## config.mk

```make
export PLATFORM = sky130hd
export DESIGN_NAME = eeprom_program_erase_ctrl
export DESIGN_NICKNAME = d
export VERILOG_FILES = /design/src/eeprom_ctrl_pkg.sv /design/src/eeprom_program_erase_ctrl.sv /design/src/guard_decode.sv /design/src/stop_sync.sv
export VERILOG_INCLUDE_DIRS = /design/src
export SDC_FILE = /design/constraint.sdc
export NUM_CORES = 1
export LEC_CHECK = 0
export BUFFER_PORTS_ARGS = -buffer_cell sky130_fd_sc_hd__buf_2
export CORE_ASPECT_RATIO = 1.4
export CORE_UTILIZATION = 52
export DETAILED_ROUTE_END_ITERATION = 10
export GPL_ROUTABILITY_DRIVEN = 0
export PLACE_DENSITY = 0.79
export RECOVER_POWER = 50
export SYNTH_ARGS = -nofsm -noshare
export SYNTH_HDL_FRONTEND = slang
export SYNTH_HIERARCHICAL = 1
export SYNTH_SLANG_ARGS = --single-unit
```

## constraint.sdc

```tcl
create_clock -name core_clk -period 2.82 [get_ports core_clk]
set_input_delay 0.282 -clock core_clk [delete_from_list [all_inputs] [get_ports core_clk]]
set_output_delay 0.282 -clock core_clk [all_outputs]
set_load 0.05 [all_outputs]
```

## src/eeprom_ctrl_consts.svh

```systemverilog
`ifndef EEPROM_CTRL_CONSTS_SVH
`define EEPROM_CTRL_CONSTS_SVH

// register byte addresses and field positions
`define PROG_CTRL_ADDR 16'h00f3
`define PROG_CTRL_RESET 8'h00
`define GUARD_ADDR 16'h00f1
`define GUARD_RESET 8'h00
`define MODCFG_ADDR 16'h00f0
`define MODCFG_RESET 8'h00
`define STATUS_ADDR 16'h00f4
`define BIT_WIPE_GUARD 7
`define BIT_SINGLE_LOC 4
`define BIT_PAGE32 3
`define BIT_WIPE_CFG 2
`define BIT_LATCH_ARM 1
`define BIT_HV_APPLY 0
`define BIT_PROTECT_LOCK 1
`define BIT_STOP_REQ 0
`define CTRL_WRITABLE_MASK 8'h9f
// array window and block map
`define ARRAY_BASE 16'h0d00
`define ARRAY_LAST 16'h0fff
`define BLK3_BASE 16'h0e00
`define BLK2_BASE 16'h0f00
`define BLK1_BASE 16'h0f80
`define BLK0_BASE 16'h0fc0
`define GUARD_WIDTH 5

`endif

```

## src/eeprom_ctrl_pkg.sv

```systemverilog
package eeprom_ctrl_pkg;

    typedef enum logic [1:0] {
        extent_bulk,
        extent_row,
        extent_single
    } erase_extent_e;

    typedef struct packed {
        logic whole_wipe_guard;
        logic single_loc_sel;
        logic page32_sel;
        logic wipe_config;
        logic latch_arm;
        logic hv_apply;
    } prog_ctrl_s;

    typedef struct packed {
        logic [15:0] addr;
        logic [15:0] data;
        logic is_word;
        logic valid;
    } latch_s;

endpackage : eeprom_ctrl_pkg

```

## src/eeprom_program_erase_ctrl.sv

```systemverilog
// Contract
// - control register at 00f3; bit7 guard, bits6-5 zero, bits4-0 control fields.
// - guard set refuses whole-array and row erase; clear allows bulk erase.
// - guard writable only with hv_apply and protect_lock both zero.
// - wipe_config zero ignores extent bits, program/read; one selects erase.
// - single-location erase hits only latched address, byte or word by size.
// - latch_arm set makes array unreadable and arms address/data latches.
// - extent, wipe_config, latch_arm writable together or apart while hv_apply zero.
// - hv_apply sets only when latch_arm already set; both at once sets latch_arm only.
// - hv_apply set freezes guard, extent, wipe_config and latch_arm.
// - hv_apply set ignores array writes and freezes latched address and data.
// - hv_apply drives program/erase voltage; clearing removes it.
// - protect_lock blocks writes to block_guard and the guard bit.
// - set block_guard bit prevents program and erase of its block.
// - stop mode removes voltage, hv_apply kept; leaving stop restores it.
//
// Register access over Wishbone was decided locally.
`timescale 1ns/1ps
`include "eeprom_ctrl_consts.svh"

module eeprom_program_erase_ctrl (
    input wire logic core_clk,
    input wire logic reset,
    input wire logic wb_cyc_i,
    input wire logic wb_stb_i,
    input wire logic wb_we_i,
    input wire logic [15:0] wb_adr_i,
    input wire logic [15:0] wb_dat_i,
    input wire logic [1:0] wb_sel_i,
    output logic [15:0] wb_dat_o,
    output logic wb_ack_o,
    input wire logic stop_req_pin,
    output logic hv_enable,
    output logic array_read_block,
    output logic erase_mode,
    output logic [1:0] erase_extent,
    output logic [15:0] prog_addr,
    output logic [15:0] prog_data,
    output logic prog_is_word,
    output logic prog_go
);
    eeprom_ctrl_pkg::prog_ctrl_s ctrl;
    eeprom_ctrl_pkg::latch_s lat;
    logic [`GUARD_WIDTH-1:0] block_guard;
    logic protect_lock;
    logic stop_sw;
    logic stop_pin;
    logic latched_blocked;

    stop_sync u_stop_sync (
        .core_clk(core_clk),
        .reset(reset),
        .async_in(stop_req_pin),
        .level(stop_pin)
    );

    guard_decode u_guard_decode (
        .addr(lat.addr),
        .block_guard(block_guard),
        .blocked(latched_blocked)
    );

    // bus decode; an odd address takes the low byte lane of the 16-bit bus, an even one the high lane
    wire req = wb_cyc_i && wb_stb_i && !wb_ack_o;
    wire wr = req && wb_we_i;
    wire [15:0] word_adr = {wb_adr_i[15:1], 1'b0};
    wire [7:0] wbyte = wb_adr_i[0] ? wb_dat_i[7:0] : wb_dat_i[15:8];
    wire hit_ctrl = wb_adr_i == `PROG_CTRL_ADDR;
    wire hit_guard = wb_adr_i == `GUARD_ADDR;
    wire hit_modcfg = wb_adr_i == `MODCFG_ADDR;
    wire hit_status = wb_adr_i == `STATUS_ADDR;
    wire hit_array = (wb_adr_i >= `ARRAY_BASE) && (wb_adr_i <= `ARRAY_LAST);
    wire hv_now = ctrl.hv_apply;

    wire ctrl_wr = wr && hit_ctrl;
    wire guard_ok = !hv_now && !protect_lock;
    wire [7:0] cur_ctrl = {ctrl.whole_wipe_guard, 2'b00, ctrl.single_loc_sel,
                           ctrl.page32_sel, ctrl.wipe_config, ctrl.latch_arm,
                           ctrl.hv_apply};

    // next control value
    eeprom_ctrl_pkg::prog_ctrl_s next_ctrl;
    always_comb begin
        next_ctrl = ctrl;
        if (ctrl_wr) begin
            if (guard_ok) begin
                next_ctrl.whole_wipe_guard = wbyte[`BIT_WIPE_GUARD];
            end
            if (!hv_now) begin
                next_ctrl.single_loc_sel = wbyte[`BIT_SINGLE_LOC];
                next_ctrl.page32_sel = wbyte[`BIT_PAGE32];
                next_ctrl.wipe_config = wbyte[`BIT_WIPE_CFG];
                next_ctrl.latch_arm = wbyte[`BIT_LATCH_ARM];
            end
            // voltage only once the latches were armed beforehand
            next_ctrl.hv_apply = wbyte[`BIT_HV_APPLY] && ctrl.latch_arm;
        end
    end

    // array write latched only while armed and not under voltage
    wire arr_wr = wr && hit_array && ctrl.latch_arm && !hv_now;
    wire is_word = (wb_sel_i == 2'h3) && !wb_adr_i[0];
    eeprom_ctrl_pkg::latch_s next_lat;
    always_comb begin
        next_lat = lat;
        if (arr_wr) begin
            next_lat.addr = is_word ? word_adr : wb_adr_i;
            next_lat.data = is_word ? wb_dat_i : {8'h00, wbyte};
            next_lat.is_word = is_word;
            next_lat.valid = 1'b1;
        end
        if (ctrl_wr && !hv_now && !wbyte[`BIT_LATCH_ARM]) begin
            next_lat.valid = 1'b0;
        end
    end

    // erase extent and refusal
    // decoded from the next value so extent lands on the same edge as wipe_config
    wire [1:0] extent_code = next_ctrl.single_loc_sel ? 2'(eeprom_ctrl_pkg::extent_single) :
                             next_ctrl.page32_sel ? 2'(eeprom_ctrl_pkg::extent_row) :
                             2'(eeprom_ctrl_pkg::extent_bulk);
    wire wide_erase = ctrl.wipe_config && !ctrl.single_loc_sel;
    wire guard_refuse = wide_erase && ctrl.whole_wipe_guard;
    // wide erase refused if any block is guarded; single hits only its block
    wire block_refuse = wide_erase ? (|block_guard) : latched_blocked;
    wire op_allowed = lat.valid && !guard_refuse && !block_refuse;
    wire stopped = stop_sw || stop_pin;

    // read mux
    logic [15:0] rd_word;
    wire [7:0] guard_rd = {3'h0, block_guard};
    wire [7:0] modcfg_rd = {6'h00, protect_lock, stop_sw};
    wire [7:0] status_rd = {5'h00, op_allowed, lat.valid, hv_enable};
    wire [7:0] rbyte = hit_ctrl ? cur_ctrl :
                       hit_guard ? guard_rd :
                       hit_modcfg ? modcfg_rd :
                       hit_status ? status_rd : 8'h00;
    assign rd_word = wb_adr_i[0] ? {8'h00, rbyte} : {rbyte, 8'h00};

    always_ff @(posedge core_clk) begin
        if (reset) begin
            ctrl <= '0;
            lat <= '0;
            block_guard <= '0;
            protect_lock <= 1'b0;
            stop_sw <= 1'b0;
            wb_ack_o <= 1'b0;
            wb_dat_o <= 16'h0000;
        end else begin
            ctrl <= next_ctrl;
            lat <= next_lat;
            wb_ack_o <= req;
            wb_dat_o <= (req && !wb_we_i) ? rd_word : 16'h0000;
            if (wr && hit_guard && guard_ok) begin
                block_guard <= wbyte[`GUARD_WIDTH-1:0];
            end
            if (wr && hit_modcfg) begin
                protect_lock <= wbyte[`BIT_PROTECT_LOCK];
                stop_sw <= wbyte[`BIT_STOP_REQ];
            end
        end
    end

    // outputs registered
    always_ff @(posedge core_clk) begin
        if (reset) begin
            hv_enable <= 1'b0;
            array_read_block <= 1'b0;
            erase_mode <= 1'b0;
            erase_extent <= 2'h0;
            prog_addr <= 16'h0000;
            prog_data <= 16'h0000;
            prog_is_word <= 1'b0;
            prog_go <= 1'b0;
        end else begin
            hv_enable <= next_ctrl.hv_apply && !stopped;
            array_read_block <= next_ctrl.latch_arm;
            erase_mode <= next_ctrl.wipe_config;
            erase_extent <= next_ctrl.wipe_config ? extent_code : 2'h0;
            prog_addr <= lat.addr;
            prog_data <= lat.data;
            prog_is_word <= lat.is_word;
            prog_go <= ctrl.hv_apply && !stopped && op_allowed;
        end
    end
endmodule : eeprom_program_erase_ctrl

```

## src/guard_decode.sv

```systemverilog
`timescale 1ns/1ps
`include "eeprom_ctrl_consts.svh"

module guard_decode (
    input wire logic [15:0] addr,
    input wire logic [`GUARD_WIDTH-1:0] block_guard,
    output logic blocked
);
    wire in_blk4 = addr < `BLK3_BASE;
    wire in_blk3 = (addr >= `BLK3_BASE) && (addr < `BLK2_BASE);
    wire in_blk2 = (addr >= `BLK2_BASE) && (addr < `BLK1_BASE);
    wire in_blk1 = (addr >= `BLK1_BASE) && (addr < `BLK0_BASE);
    wire in_blk0 = addr >= `BLK0_BASE;
    wire [`GUARD_WIDTH-1:0] hit = {in_blk4, in_blk3, in_blk2, in_blk1, in_blk0};

    assign blocked = |(hit & block_guard);
endmodule : guard_decode

```

## src/stop_sync.sv

```systemverilog
`timescale 1ns/1ps

module stop_sync (
    input wire logic core_clk,
    input wire logic reset,
    input wire logic async_in,
    output logic level
);
    logic [2:0] stage;

    // change taken only once the last two stages agree
    always_ff @(posedge core_clk) begin
        if (reset) begin
            stage <= 3'h0;
            level <= 1'b0;
        end else begin
            stage <= {stage[1:0], async_in};
            if (stage[2] == stage[1]) begin
                level <= stage[2];
            end
        end
    end
endmodule : stop_sync

```

==> flow_metrics.env <==
export IMPL_outcome="finished clean"
export IMPL_mostFrequentLayoutCell="dfxtp_1"
export IMPL_dpl_hpwl_um=5940
export IMPL_die_height_um=102
export IMPL_drt_vias_per_instance=5.24
export IMPL_whs_ns=0.127
export IMPL_path_class="flop to flop"
export IMPL_placed_cells=557
export IMPL_peakVddDrop_mv=0.411
export IMPL_r2r_setup_slack_ns=0.83
export IMPL_synth_cells=382
export IMPL_vias=3000
export IMPL_grt_max_degree=58
export IMPL_core_sq_mm=0.00670
export IMPL_max_slew_margin_pct=32.4
export IMPL_post_cts_setup_buffers=0
export IMPL_yosys_top_cells_area="dfxtp_1, nor2b_1, mux2i_1, nand2_1, a211oi_1"
export IMPL_seq_power_share_pct=59.1
export IMPL_ys_ff_latch=101
export IMPL_antenna_cells=0
export IMPL_synth_edff_count=0
export IMPL_crit_path_start_kind="flop"
export IMPL_clock_sinks=101
export IMPL_synthToLayoutAreaGrowth_pct=18.4
export IMPL_p_per_area_mw_per_mm2=555
export IMPL_cp_max_fo=8
export IMPL_std_cell_rows=35
export IMPL_finalHoldViolations=0
export IMPL_grt_pass1_wl_um=12800
export IMPL_final_setup_worst_slack_ns=0.825
export IMPL_switching_share_pct=24.6
export IMPL_post_cts_resized_instances=0
export IMPL_clockRootBuffer="clkbuf_8"
export IMPL_post_route_period_util_pct=70.7
export IMPL_drv_slew=0
export IMPL_cts_inserted_buffers=9
export IMPL_p_switching_mw=0.596
export IMPL_wl_um=8310
export IMPL_internal_power_mw=1.83
export IMPL_drt_iter0_drc=206
export IMPL_syn_area_sq_mm=0.00368
export IMPL_ys_seq_area_share_pct=54.9
export IMPL_antenna_found_initial=0
export IMPL_clk_latency_ns=0.37
export IMPL_placed_area_sq_mm=0.00424
export IMPL_whs_path_depth=2
export IMPL_synth_top_area_share_pct=54.9
export IMPL_cts_buffer_depth=2
export IMPL_instances_no_fill=573
export IMPL_overflow=0
export IMPL_ioPinCount=96
export IMPL_grt_setup_unrepaired="false"
export IMPL_grt_pass1_vias=2720
export IMPL_fin_crit_ns=1.99
export IMPL_nets=516
export IMPL_place_ws_ns=0.740
export IMPL_r2r_end="erase_mode"
export IMPL_tightest_slew_ns=1.01
export IMPL_cp_arrival_ns=2.26
export IMPL_drtPass1Iterations=5
export IMPL_dieArea_sq_mm=0.00743
export IMPL_p_leak_nw=1.71
export IMPL_netlist_cell_type_count=47
export IMPL_drc_errors=0
export IMPL_h_tree_depth=3
export IMPL_port_buffers=91
export IMPL_min_to="u_stop_sync/stage[0]"
export IMPL_yosysWarningCount=6
export IMPL_clockPowerShare_pct=35.1
export IMPL_final_cell_mix="dfxtp_1, nand2_1, clkbuf_1"
export IMPL_synthArstFlopShare_pct=0
export IMPL_max_freq_mhz=501
export IMPL_drive_above_1_share_pct=16.6
export IMPL_r2r_cells=4
export IMPL_cts_tree="done"
export IMPL_required_ns=3.08
export IMPL_skew_ns=0.0118
export IMPL_hold_class="primary input to flop"
export IMPL_final_area_sq_mm=0.00436
export IMPL_cap_violations=0
export IMPL_clk_pin_slew_ns=0.10
export IMPL_cts_hold_buf=0
export IMPL_wire_per_inst_um=14.5
export IMPL_setup_tns_ns=0
export IMPL_yosysTopAreaCell="dfxtp_1"
export IMPL_setup_viol_count_final=0
export IMPL_ant_nets=0
export IMPL_critPathCaptureType="flop"
export IMPL_yosys_most_used_dff="dfxtp_1"
export IMPL_pwr_share_comb_pct=5.8
export IMPL_grt_use_total_pct=23.1
export IMPL_start_util_pct=55.0
export IMPL_fp_dieW_um=73.1
export IMPL_worstHoldStart="stop_req_pin"
export IMPL_crit_reg2reg_launch="hv_now"
export IMPL_avgSynthCellArea_sq_um=9.64
## cell families (layout without fill, tap and decap cells)
logic type             after synthesis  count (layout)  share of synthesized area [%]
AO/OA/AOI/OAI                       47              47                           8.19
buffers and inverters               28             121                           3.36
flip-flops                         101             101                           54.9
multiplexers                        26              26                           7.23
other                                1               7                          0.102
AND/OR/NAND/NOR                    179             179                           26.2
## critical path: stages (launching register included)
cell,delay [ns]
dfxtp_1,0.36
or3b_2,0.54
nor3_1,0.24
and2_1,0.37
mux2_2,0.37
## cell type report
type	count	area (sq um)
inverters	5	18.8
clock inverters	6	45.0
multi-input cells	259	1560
clock buffers	10	138
fillers	586	2340
repair buffers	100	463
well taps	92	115
flip-flops and latches	101	2020
## worst max path at each step
stage                  to  cells after the start  slack, ns          from
3_5_place_dp   erase_mode                      5       0.74  wb_adr_i[15]
3_3_place_gp       lat[1]                      5       0.77  wb_adr_i[15]
5_1_grt        erase_mode                      4       0.75        hv_now
6_report       erase_mode                      4       0.83        hv_now
4_1_cts        erase_mode                      4       0.85        hv_now
2_1_floorplan  erase_mode                      5       0.62      wb_ack_o
## cells in the mapped netlist, types with 3 or more instances
master    number
clkbuf_1      14
nor4_1         3
inv_1          5
nor2_1        27
nor2b_1       43
mux2i_1       21
a21oi_1       18
dfxtp_1      101
and3_1         3
o21ai_0        3
and2_1         5
nor3_1         6
mux2_2         5
buf_4          4
nand2_1       55
a211oi_1      14
a22oi_1        3
nand3_1        9
nand3b_1       6
nor4bb_1       3
## power groups by stage
stage / clock [mW] / combinational [mW] / sequential [mW]
floorplan: 0 / 0.0738 / 1.47
global placement: 0 / 0.138 / 1.46
detailed placement: 0 / 0.139 / 1.46
CTS: 0.859 / 0.140 / 1.43
global route: 0.915 / 0.151 / 1.43
finish: 0.850 / 0.140 / 1.43
## per-layer routing
layer  share of wire [%]  GRT usage, %
met4                 2.0          11.2
met2                  50          37.9
met3                 5.3          5.17
met5                   0             0
met1                  43          28.6
## state kept, by name, summed over array words and instances, names as in the netlist, 2 cells and up
signal and cells:
lat 34, prog_addr 16, block_guard 5, wb_dat_o 12
u_stop_sync/stage 3, erase_extent 2, prog_data 16, ctrl 3
## stage by stage
step / utilization [%] / power [mW]
after floorplan: - / 1.55
after global placement: 63.3 / 1.60
after detailed placement: 63.3 / 1.60
after CTS: 66.0 / 2.43
after global routing: 65.1 / 2.50
final: 65.1 / 2.42
(Power assumes the default switching activity.)
